`src/verilog/coal_pkg.sv`:
```
// Constants shared by the operand address and low-power block.
// Assumes one CPU clock domain with synchronous active-low reset.
package coal_pkg;
	localparam int ADDR_W = 16;
	localparam int BYTE_W = 8;
	localparam logic [7:0] DIR_PAGE_HI = 8'h00;
	localparam logic [15:0] INC_ONE = 16'h0001;
	// Operand addressing modes handled here
	typedef enum logic [3:0] {
		COAL_M_IX1 = 4'h0,
		COAL_M_IX1P = 4'h1,
		COAL_M_IX2 = 4'h2,
		COAL_M_SP1 = 4'h3,
		COAL_M_SP2 = 4'h4,
		COAL_M_DD = 4'h5,
		COAL_M_ID = 4'h6,
		COAL_M_XD = 4'h7,
		COAL_M_DX = 4'h8
	} coal_mode_t;
	// Power states of the core
	typedef enum logic [1:0] {
		COAL_P_RUN = 2'h0,
		COAL_P_WAIT = 2'h1,
		COAL_P_STOP = 2'h2,
		COAL_P_BKG = 2'h3
	} coal_pwr_t;
	// Debug commands seen by this block
	typedef enum logic [1:0] {
		COAL_C_HALT = 2'h0,
		COAL_C_MEMST = 2'h1,
		COAL_C_OTHER = 2'h2
	} coal_cmd_t;
	localparam logic [1:0] ST_OK = 2'h0;
	localparam logic [1:0] ST_LOWPWR = 2'h1;
	localparam logic [1:0] ST_REFUSED = 2'h2;
	// Extra cycle taken by stack-relative forms (pre-byte)
	localparam logic [2:0] SP_EXTRA_CYC = 3'h1;
endpackage

```
`src/verilog/coal_ea_if.sv`:
```
// Carrier between the top and the address adder.
// Assumes all members change on the CPU clock.
`timescale 1ns/1ps
`default_nettype none
interface coal_ea_if;
	logic [15:0] base;
	logic [15:0] offset;
	logic [15:0] sum;
	modport top (output base, output offset, input sum);
	modport adder (input base, input offset, output sum);
endinterface
`default_nettype wire

```
`src/verilog/coal_ea_add.sv`:
```
// Combinational 16-bit effective address adder.
// Assumes base and offset settle within one CPU clock.
`timescale 1ns/1ps
`default_nettype none
module coal_ea_add (
	coal_ea_if.adder ea
);
	import coal_pkg::*;
	// Carry out dropped on purpose: addresses wrap
	assign ea.sum = ea.base + ea.offset;
endmodule
`default_nettype wire

```
`src/verilog/coal_core.sv`:
```
// Operand address generation and stop/wait control of an 8-bit core.
// Assumes an instruction sequencer supplies mode and operand bytes,
// and a debug serial front end supplies decoded command pulses.
// Contract
// - Index byte offset: pair plus byte
// - Byte offset postinc: access, then bump pair
// - Word offset: high byte first, add pair
// - Stack byte offset: stack pointer plus byte
// - Stack forms take one extra cycle
// - Stack word offset: stack pointer plus word
// - Direct move: first byte source, second dest
// - Immediate move: first byte data, second dest
// - Indexed to direct: bump after read
// - Direct to indexed: bump after write
// - Optional clocks kept for periodic stop wakeup
// - Debug enabled keeps oscillator on in stop
// - Halt command in stop enters background (here only with debug enabled)
// - Wait clears mask, then halts clocks (here both in the same cycle)
// - Interrupt or reset wakes from wait
// - Halt command in wait enters background
// - Only halt and status commands in wait
// - Status command in low power: error only
// - Direct page high byte is zero
// - Addresses 16 bits, no extra cycles
`timescale 1ns/1ps
`default_nettype none
module coal_core #(
	parameter int BASE_CYC_MAX = 6
) (
	// Clock and reset
	input wire logic sys_clk_in,
	input wire logic reset_n_in,
	// Address request from the sequencer
	input wire logic ea_req_in,
	input wire coal_pkg::coal_mode_t mode_in,
	input wire logic [7:0] op_byte1_in,
	input wire logic [7:0] op_byte2_in,
	input wire logic [2:0] base_cycles_in,
	input wire logic [15:0] stack_pointer_reg_in,
	// Move phase markers from the sequencer
	input wire logic src_done_in,
	input wire logic dst_done_in,
	// Index pair load
	input wire logic hx_load_in,
	input wire logic [15:0] hx_load_val_in,
	// Address results
	output logic ea_valid_out,
	output logic [15:0] ea_src_out,
	output logic [15:0] ea_dst_out,
	output logic [7:0] imm_data_out,
	output logic imm_src_out,
	output logic [2:0] exec_cycles_out,
	output logic [15:0] index_pair_out,
	// Low power control
	input wire logic wait_exec_in,
	input wire logic stop_exec_in,
	input wire logic irq_in,
	input wire logic periodic_wake_in,
	input wire logic stop_clk_keep_in,
	input wire logic debug_enable_bit_in,
	output logic int_mask_clr_out,
	output logic cpu_clk_en_out,
	output logic osc_keep_out,
	output logic stop_clk_keep_out,
	output logic bkg_active_out,
	output logic irq_service_out,
	output logic [1:0] pwr_state_out,
	// Debug command from the serial front end
	input wire logic cmd_valid_in,
	input wire coal_pkg::coal_cmd_t cmd_in,
	output logic cmd_resp_valid_out,
	output logic [1:0] cmd_status_out,
	output logic cmd_mem_go_out
);
	import coal_pkg::*;

	// Base count plus the stack extra cycle must fit three bits
	if (BASE_CYC_MAX < 1 || BASE_CYC_MAX > 6) begin : g_bad_cyc
		$error("BASE_CYC_MAX must be 1..6");
	end

	coal_ea_if ea_a ();
	coal_ea_if ea_b ();
	coal_ea_add u_add_a (.ea(ea_a.adder));
	coal_ea_add u_add_b (.ea(ea_b.adder));

	logic [15:0] hx_r;
	logic [15:0] dir1;
	logic [15:0] dir2;
	logic [15:0] word_off;
	logic inc_pend_r;
	logic inc_fire;
	coal_pwr_t pwr_r;
	coal_pwr_t pwr_nxt;
	logic lowpwr;
	logic [15:0] src_nxt;
	logic [15:0] dst_nxt;
	logic imm_nxt;

	// Direct page addresses always land in 0000..00FF
	assign dir1 = {DIR_PAGE_HI, op_byte1_in};
	assign dir2 = {DIR_PAGE_HI, op_byte2_in};
	// First byte after opcode is the high half
	assign word_off = {op_byte1_in, op_byte2_in};
	assign lowpwr = (pwr_r == COAL_P_WAIT) || (pwr_r == COAL_P_STOP);
	// Only the access the mode names spends the bump; the read
	// phase of a direct-to-indexed move must leave it pending
	assign inc_fire = inc_pend_r && (((mode_in == COAL_M_IX1P ||
		mode_in == COAL_M_XD) && src_done_in) ||
		(mode_in == COAL_M_DX && dst_done_in));

	// Adder operand selection
	always_comb begin
		ea_a.base = hx_r;
		ea_a.offset = {8'h00, op_byte1_in};
		ea_b.base = stack_pointer_reg_in;
		ea_b.offset = {8'h00, op_byte1_in};
		case (mode_in)
			COAL_M_IX2: begin
				ea_a.offset = word_off;
			end
			COAL_M_SP2: begin
				ea_b.offset = word_off;
			end
			default: begin
			end
		endcase
	end

	// Source and destination per mode
	always_comb begin
		src_nxt = 16'h0000;
		dst_nxt = 16'h0000;
		imm_nxt = 1'b0;
		case (mode_in)
			COAL_M_IX1: src_nxt = ea_a.sum;
			COAL_M_IX1P: src_nxt = ea_a.sum;
			COAL_M_IX2: src_nxt = ea_a.sum;
			COAL_M_SP1: src_nxt = ea_b.sum;
			COAL_M_SP2: src_nxt = ea_b.sum;
			COAL_M_DD: begin
				src_nxt = dir1;
				dst_nxt = dir2;
			end
			COAL_M_ID: begin
				imm_nxt = 1'b1;
				dst_nxt = dir2;
			end
			COAL_M_XD: begin
				src_nxt = hx_r;
				dst_nxt = dir1;
			end
			COAL_M_DX: begin
				src_nxt = dir1;
				dst_nxt = hx_r;
			end
			default: begin
			end
		endcase
	end

	// Address results, registered one cycle after request
	always_ff @(posedge sys_clk_in) begin
		if (!reset_n_in) begin
			ea_valid_out <= 1'b0;
			ea_src_out <= 16'h0000;
			ea_dst_out <= 16'h0000;
			imm_data_out <= 8'h00;
			imm_src_out <= 1'b0;
			exec_cycles_out <= 3'h0;
		end else begin
			ea_valid_out <= ea_req_in;
			if (ea_req_in) begin
				ea_src_out <= src_nxt;
				ea_dst_out <= dst_nxt;
				imm_data_out <= op_byte1_in;
				imm_src_out <= imm_nxt;
				// Pre-byte costs a cycle; addressing itself adds none
				if (mode_in == COAL_M_SP1 || mode_in == COAL_M_SP2)
					exec_cycles_out <= base_cycles_in + SP_EXTRA_CYC;
				else
					exec_cycles_out <= base_cycles_in;
			end
		end
	end

	// Pending increment waits for the operand access
	always_ff @(posedge sys_clk_in) begin
		if (!reset_n_in) begin
			inc_pend_r <= 1'b0;
		end else if (ea_req_in) begin
			inc_pend_r <= (mode_in == COAL_M_IX1P) ||
				(mode_in == COAL_M_XD) || (mode_in == COAL_M_DX);
		end else if (inc_fire) begin
			inc_pend_r <= 1'b0;
		end
	end

	// Index pair; bump after read or write as the mode says
	always_ff @(posedge sys_clk_in) begin
		if (!reset_n_in) begin
			hx_r <= 16'h0000;
		end else if (hx_load_in) begin
			hx_r <= hx_load_val_in;
		end else if (inc_pend_r) begin
			if ((mode_in == COAL_M_IX1P || mode_in == COAL_M_XD)
				&& src_done_in)
				hx_r <= hx_r + INC_ONE;
			else if (mode_in == COAL_M_DX && dst_done_in)
				hx_r <= hx_r + INC_ONE;
		end
	end

	always_ff @(posedge sys_clk_in) begin
		if (!reset_n_in)
			index_pair_out <= 16'h0000;
		else
			index_pair_out <= hx_r;
	end

	// Power state transitions
	always_comb begin
		pwr_nxt = pwr_r;
		case (pwr_r)
			COAL_P_RUN: begin
				if (wait_exec_in)
					pwr_nxt = COAL_P_WAIT;
				else if (stop_exec_in)
					pwr_nxt = COAL_P_STOP;
			end
			COAL_P_WAIT: begin
				if (cmd_valid_in && cmd_in == COAL_C_HALT)
					pwr_nxt = COAL_P_BKG;
				else if (irq_in)
					pwr_nxt = COAL_P_RUN;
			end
			COAL_P_STOP: begin
				if (debug_enable_bit_in && cmd_valid_in &&
					cmd_in == COAL_C_HALT)
					pwr_nxt = COAL_P_BKG;
				else if (irq_in || (stop_clk_keep_in && periodic_wake_in))
					pwr_nxt = COAL_P_RUN;
			end
			COAL_P_BKG: begin
			end
			default: pwr_nxt = COAL_P_RUN;
		endcase
	end

	// Reset also wakes from wait by this synchronous reset
	always_ff @(posedge sys_clk_in) begin
		if (!reset_n_in)
			pwr_r <= COAL_P_RUN;
		else
			pwr_r <= pwr_nxt;
	end

	// Mask cleared in the same cycle clocks stop
	always_ff @(posedge sys_clk_in) begin
		if (!reset_n_in)
			int_mask_clr_out <= 1'b0;
		else
			int_mask_clr_out <= (pwr_r == COAL_P_RUN) &&
				wait_exec_in;
	end

	// Clock gate request; high means the core clock runs
	always_ff @(posedge sys_clk_in) begin
		if (!reset_n_in)
			cpu_clk_en_out <= 1'b1;
		else
			cpu_clk_en_out <= !(pwr_nxt == COAL_P_WAIT ||
				pwr_nxt == COAL_P_STOP);
	end

	// Oscillator held in stop only while a debugger may call
	always_ff @(posedge sys_clk_in) begin
		if (!reset_n_in)
			osc_keep_out <= 1'b0;
		else
			osc_keep_out <= (pwr_nxt == COAL_P_STOP) &&
				debug_enable_bit_in;
	end

	// Minimal clocks kept so the periodic wake can still arrive
	always_ff @(posedge sys_clk_in) begin
		if (!reset_n_in)
			stop_clk_keep_out <= 1'b0;
		else
			stop_clk_keep_out <= (pwr_nxt == COAL_P_STOP) &&
				stop_clk_keep_in;
	end

	// Background sticks until reset
	always_ff @(posedge sys_clk_in) begin
		if (!reset_n_in)
			bkg_active_out <= 1'b0;
		else
			bkg_active_out <= (pwr_nxt == COAL_P_BKG);
	end

	// Woken interrupt goes down the normal path
	always_ff @(posedge sys_clk_in) begin
		if (!reset_n_in)
			irq_service_out <= 1'b0;
		else
			irq_service_out <= lowpwr && irq_in &&
				(pwr_nxt == COAL_P_RUN);
	end

	// Visible copy of the power state
	always_ff @(posedge sys_clk_in) begin
		if (!reset_n_in)
			pwr_state_out <= COAL_P_RUN;
		else
			pwr_state_out <= pwr_nxt;
	end

	// Debug command answers; low power forbids memory access
	always_ff @(posedge sys_clk_in) begin
		if (!reset_n_in) begin
			cmd_resp_valid_out <= 1'b0;
			cmd_status_out <= ST_OK;
			cmd_mem_go_out <= 1'b0;
		end else begin
			cmd_resp_valid_out <= cmd_valid_in;
			cmd_mem_go_out <= 1'b0;
			if (cmd_valid_in) begin
				if (lowpwr && cmd_in == COAL_C_MEMST) begin
					cmd_status_out <= ST_LOWPWR;
				end else if (lowpwr && cmd_in == COAL_C_OTHER) begin
					cmd_status_out <= ST_REFUSED;
				end else if (pwr_r == COAL_P_STOP &&
					!debug_enable_bit_in) begin
					cmd_status_out <= ST_REFUSED;
				end else begin
					cmd_status_out <= ST_OK;
					cmd_mem_go_out <= (cmd_in != COAL_C_HALT);
				end
			end
		end
	end
endmodule
`default_nettype wire

```
`config.mk`:
```
export PLATFORM = sky130hd
export DESIGN_NAME = coal_core
export DESIGN_NICKNAME = d
export VERILOG_FILES = /design/src/verilog/coal_pkg.sv /design/src/verilog/coal_ea_if.sv /design/src/verilog/coal_ea_add.sv /design/src/verilog/coal_core.sv
export SDC_FILE = /design/constraint.sdc
export NUM_CORES = 1
export LEC_CHECK = 0
export BUFFER_PORTS_ARGS = -buffer_cell sky130_fd_sc_hd__buf_2
export CAP_MARGIN = 20
export CELL_PAD_IN_SITES_DETAIL_PLACEMENT = 0
export CELL_PAD_IN_SITES_GLOBAL_PLACEMENT = 1
export CORE_MARGIN = 5
export CORE_UTILIZATION = 41
export CTS_CLUSTER_DIAMETER = 30
export DETAILED_ROUTE_END_ITERATION = 8
export MAX_ROUTING_LAYER = met4
export PLACE_DENSITY_LB_ADDON = 0.15
export SLEW_MARGIN = 0
export SYNTH_ARGS = -nofsm -noshare
export SYNTH_HDL_FRONTEND = slang
export SYNTH_HIERARCHICAL = 1
export SYNTH_SLANG_ARGS = --single-unit
```
`constraint.sdc`:
```
create_clock -name sys_clk_in -period 3.92 [get_ports sys_clk_in]
set_input_delay 0 -clock sys_clk_in [delete_from_list [all_inputs] [get_ports sys_clk_in]]
set_output_delay 0 -clock sys_clk_in [all_outputs]
set_load 0.03 [all_outputs]
```
# [Word level (Yosys, flattened, before mapping)]
# Index checks and enable logic that the tools add are counted.
[op_classes] n_eq_ne=15 n_mux=22 addsub=4 reduce_logical=38 bitwise=2
[op_table] op="$mux 16" count=6
[op_table] op="$pmux 16 s4" count=1
[op_table] op="$pmux 16 s3" count=1
[op_table] op="$add 16x16->16" count=2
[op_table] op="$mux 2" count=9
[op_table] op="$add 16x1->16 const B" count=1
[op_table] op="$eq 4x3->1 const B" count=4
[op_table] op="$logic_and 1x1->1" count=15
[op_table] op="$eq 2x2->1 const B" count=4
[op_table] op="$eq 4x2->1 const B" count=2
[op_table] op="$logic_or 1x1->1" count=7
[op_table] op="$eq 2x1->1 const B" count=3
[op_table] op="$logic_not 2->1" count=3
[op_table] op="$pmux 2 s3" count=1
[op_table] op="$reduce_bool 2->1" count=3
[op_table] op="$reduce_or 2->1" count=3
[op_table] op="$reduce_or 5->1" count=1
[op_table] op="$eq 4x1->1 const B" count=1
[op_table] op="$eq 4x4->1 const B" count=1
[op_table] op="$logic_not 4->1" count=1
[op_table] op="$add 3x1->3 const B" count=1
[op_table] op="$mux 1" count=3
[op_table] op="$mux 3" count=1
[op_table] op="$reduce_bool 3->1" count=1
[op_table] op="4 further kinds" count=6
[word_totals] regBits=90 elab_cells=100 out_inout_bits=73 input_bits=70

# [Depth between registers and ports, before layout]
[depth] word_depth=8 mapped_depth=14 ltp_nobuf=13

# [Cells and area by module]
# The synthesis kept the hierarchy.
[by_module_without_submodules] module="coal_core" area_each_um2=4290.4 instances=1 cells_each=455 seq_area_each_um2=1801.7
[by_module_without_submodules] module="coal_ea_add at u_add_b" area_each_um2=809.5 instances=1 cells_each=104 seq_area_each_um2=0.0
[by_module_without_submodules] module="coal_ea_add at u_add_a" area_each_um2=805.8 instances=1 cells_each=104 seq_area_each_um2=0.0

# [Least setup slack after synthesis]
# No wires, ideal clock.
[synth_path] kind="in2reg" start="in mode_in[2]" end="reg ea_src_out[12]" arrival_time_ns=2.888 path_stages=12 setup_time_ns=0.128 slack_ns=0.904 cell_sequence="buf_4 nor4b_2 mux2_2 ha_1 fa_1 a21o_1 a31oi_1 o21ba_2 o21ai_1 xor2_1 a222oi_1 o21ai_1"
[synth_between] elab_chain_cells=4 word_cells_on_any_way=16 classes_between="add/sub: 2; eq/ne: 7; mux: 3; reduce/logical: 4"
[synth_lines] element="from (decl)" line_no="coal_core.sv:35" rtl="input wire coal_pkg::coal_mode_t mode_in,"
[synth_lines] element="$eq 4x2->1" line_no="coal_core.sv:118" rtl="case (mode_in)"
[synth_lines] element="$mux 16" line_no="coal_core.sv:118"
[synth_lines] element="named net ea_a.offset[0]" line_no="coal_ea_if.sv:7" rtl="logic [15:0] offset;"
[synth_lines] element="$add 16x16->16" line_no="coal_ea_add.sv:10" rtl="assign ea.sum = ea.base + ea.offset;"
[synth_lines] element="named net ea_a.sum[12]" line_no="coal_ea_if.sv:8" rtl="logic [15:0] sum;"
[synth_lines] element="$pmux 16 s4" line_no="coal_core.sv:135" rtl="case (mode_in)"
[synth_lines] element="to (signal assigned)" line_no="coal_core.sv:174" rtl="ea_src_out <= src_nxt;"
[synth_lines] element="to (decl)" line_no="coal_core.sv:48" rtl="output logic [15:0] ea_src_out,"
# The timed path passes the listed nets, and every way through them passes these cells.
# A chain may end at the register's enable or synchronous reset.

# [Worst setup path in the final report]
[layout_path] start="in mode_in[3]" end="reg ea_src_out[8]"
[layout_between] elab_chain_cells=4 word_cells_on_any_way=16 classes_between="add/sub: 2; eq/ne: 7; mux: 3; reduce/logical: 4"
[layout_lines] element="$eq 4x3->1" line_no="coal_core.sv:118"
[layout_lines] element="$mux 16" line_no="coal_core.sv:118"
[layout_lines] element="named net ea_b.offset[1]" line_no="coal_ea_if.sv:7"
[layout_lines] element="$add 16x16->16" line_no="coal_ea_add.sv:10"
[layout_lines] element="named net ea_b.sum[8]" line_no="coal_ea_if.sv:8"
[layout_lines] element="$pmux 16 s4" line_no="coal_core.sv:135"
# The timed path passes the listed nets, and every way through them passes these cells.

==> results.yml <==
final_layout:
  final_cell_mix: "142 x buf_2, 90 x dfxtp_1, 55 x nand2_1, 52 x a21oi_1, 39 x ha_1"
  finalInstanceArea_sq_um: 7254
  layout_commonest_cell: "buf_2"
  fin_util_pct: 51.86
  multiInputGateArea_sq_um: 3852
  antenna_cells: 0
  fin_nets: 920
  ff_latch_area_sq_um: 1802
  layout-drive-gt1-share_pct: 27.03
  area_growth_pct: 22.84
  fillers: 1365
die:
  boundaryPins: 143
  dieArea_sq_um: 16900
  std_cell_rows: 43
  die-width_microns: 130.0
  die_h_microns: 130.0
  core_sq_um: 13990
  initial_core_util_pct: 42.22
detailed_routing:
  met1_length_mm: 8.625
  ant_nets: 0
  drt-total-wl_mm: 17.79
  drt_iter0_drc: 456
  top_layer_used: "met4"
  via_per_inst: 5.540
  wire_per_inst_microns: 17.89
  wl_met3_mm: 1.048
  vias: 5507
  dr_wl_met2_mm: 7.931
  drc: 0
  firstDrtPassIters: 7
power:
  p_total_w: 0.002434
  powerDensity_nw_per_um2: 335.6
  p_leak_nw: 3.141
  ir_drop_uv: 282.4
critical_path:
  slowest_delay_ns: 0.45
  r2r_setup_slack_ns: 1.29
  worstPathCellList: "buf_2, nand2b_1, nor3_2, buf_4, mux2_2, fa_1, a21o_1, a31oi_1, o21ba_2, xnor2_1, a222oi_1, o21ai_1"
  worst-path-max-fanout: 15
  cpMaxStageDelayCell: "a222oi_1"
  cp_data_arrival_time_ns: 3.07
  reg2reg_from: "ea_a.base[0]"
  crit_type: "input port to flip-flop"
  critPathCaptureType: "flip-flop"
  worstSetupStartpoint: "mode_in[3]"
  reg2reg_to: "ea_src_out[14]"
  startpoint_type: "input port"
  cp-endpoint: "ea_src_out[8]"
  cp_data_required_time_ns: 4.15
  worstRegToRegCells: 9
yosys:
  yosysUniqueCellTypes: 65
  ys_ff_latch: 90
  netlist_instances: 663
  synthArstFlopShare_pct: 0
  netlist_area_sq_um: 5906
  ys_seq_area_share_pct: 30.51
  synthFlopType: "dfxtp_1"
  synth-edff-count: 0
  yosys_warnings: 6
  synth.top_cell.area_share_pct: 30.51
  syn_nets: 774
  synth_top_area_cell: "dfxtp_1"
  ys_top_cells_by_area: "dfxtp_1 31%, ha_1 8.3%, xnor2_1 4.4%, a21oi_1 4.4%, a222oi_1 4.1%"
  avgSynthCellArea_sq_um: 8.907
cts:
  cts_max_level: 3
  cts_buffers: 9
  insertion_delay_ns: 0.35
  cts.path.max_buffers: 2
  clock_sinks: 90
  cts_setup_buffers: 0
  cts_tree: "built"
  cts_root_buffer: "clkbuf_16"
  clkTransAtPathRegs_ns: 0.06
timing:
  grt_setup_unrepaired: "no"
  worst_slack_ns: 1.073
  maxSlewHeadroom_pct: 49.08
  maxSlewViolCount: 0
  max_freq_mhz: 351.2
  finClkSkew_ns: 0.007476
  fin_crit_ns: 2.847
  tightest_slew_ns: 0.7630
  fin_crit_sh_pct: 72.63
  setup_viol: 0
  setup_tns_ns: 0
  hold_viol: 0
global_route:
  grt_pass1_wl_mm: 28.02
  grtUsageTotal_pct: 21.64
  first_global_vias: 5396
  antenna_found_initial: 0
  grt_max_degree: 45
  gr-total-overflow: 0
run_status:
  status: "finished, final reports clean"
placed_design:
  post_dp_cell_area_sq_um: 6676
  port_buffers: 142
  place.gp.congestion: 0.9325
  place_ws_ns: 0.7471
  hpwlAfterDp_mm: 13.40
worst_hold_path:
  hp-start: "op_byte2_in[0]"
  hold_path.class: "input port to flip-flop"
  holdPathStages: 3
flow_run:
  max_cap_viol_count: 0
worst min-delay path by stage:
stage,slack (ns),endpoint
finish,0.02,ea_dst_out[0]
global route,0.03,cmd_status_out[1]
CTS,0.003,cmd_status_out[1]
detailed placement,0.24,stop_clk_keep_out
global placement,0.24,stop_clk_keep_out
floorplan,0.07,cpu_clk_en_out
routing by layer:
metal,up-vias,GRT usage (%)
li1,2753,-
met3,15,3.684
met5,-,-
met1,2564,29.48
met2,175,33.45
met4,0,5.562
layout make-up:
cell class | instances | area share (%)
clock buffers | 11 | 3.346
clock inverters | 5 | 0.6037
inverters | 13 | 0.6726
multi-input cells | 519 | 53.10
flip-flops and latches | 90 | 24.84
well taps | 180 | 3.105
repair buffers | 176 | 14.33
what timing repair did:
action / 4_1_cts / 5_1_grt
resized for setup: 0 / 0
endpoints found under the hold margin: 26 / 0
hold buffers: 28 / 0
through the flow:
| step | instances | hold WS (ns) |
|---|---|---|
| after floorplan | 663 | 0.07304 |
| after global placement | 949 | 0.2441 |
| after detailed placement | 949 | 0.2443 |
| after CTS | 993 | 0.003308 |
| after global routing | 994 | 0.03136 |
| final | 994 | 0.02420 |
report_power, final:
part / total (W) / internal, W / switching, W / leakage, nW
logic: 0.000588 / 0.000237 / 0.000351 / 2.27
clock network: 0.000844 / 0.000457 / 0.000388 / 0.135
registers: 0.00100 / 0.000957 / 0.0000445 / 0.737
registers in the layout, summed over array words and instances, names as in the netlist, 2 cells and up:
register and cells:
index_pair_out 16, pwr_state_out 2, exec_cycles_out 3, ea_a.base 16
ea_dst_out 16, cmd_status_out 2, imm_data_out 8, ea_src_out 16
worst max-delay path: cells and delay by family:
family | cells | cell delay (ns)
AOI/OAI and AO/OA | 5 | 1.26
muxes | 1 | 0.38
and+or+nand+nor | 2 | 0.43
adders and majority gates | 1 | 0.44
buffers and inverters | 2 | 0.45
xor gates and xnor gates | 1 | 0.09
cell usage after synthesis, types with 6 or more instances:
| library cell | number |
|---|---|
| mux2i_1 | 14 |
| mux2_2 | 17 |
| ha_1 | 39 |
| nand2_1 | 55 |
| nor2_1 | 24 |
| a21oi_1 | 52 |
| xor2_1 | 13 |
| a211oi_1 | 10 |
| a22o_1 | 8 |
| and2_1 | 35 |
| a31oi_1 | 6 |
| nand3_1 | 21 |
| buf_2 | 11 |
| clkbuf_1 | 22 |
| a21boi_0 | 8 |
| dfxtp_1 | 90 |
| a21o_1 | 11 |
| o21ai_0 | 34 |
| nand4_1 | 6 |
| inv_1 | 13 |
| o21ai_1 | 25 |
| buf_4 | 6 |
| xnor2_1 | 30 |
| a222oi_1 | 24 |
| nor3_2 | 10 |
cells by family (layout without fill, tap and decap cells):
| family | Yosys count | count (layout) | share of synthesized area, % |
|---|---|---|---|
| and+or+nand+nor | 186 | 186 | 18.20 |
| muxes | 31 | 31 | 5.614 |
| buffers and inverters | 54 | 205 | 4.301 |
| adders and majority gates | 42 | 42 | 9.110 |
| AOI/OAI and AO/OA | 216 | 216 | 25.42 |
| xor gates and xnor gates | 44 | 44 | 6.843 |
| DFF | 90 | 90 | 30.51 |
Note: power is estimated with default switching activity, not from simulation.
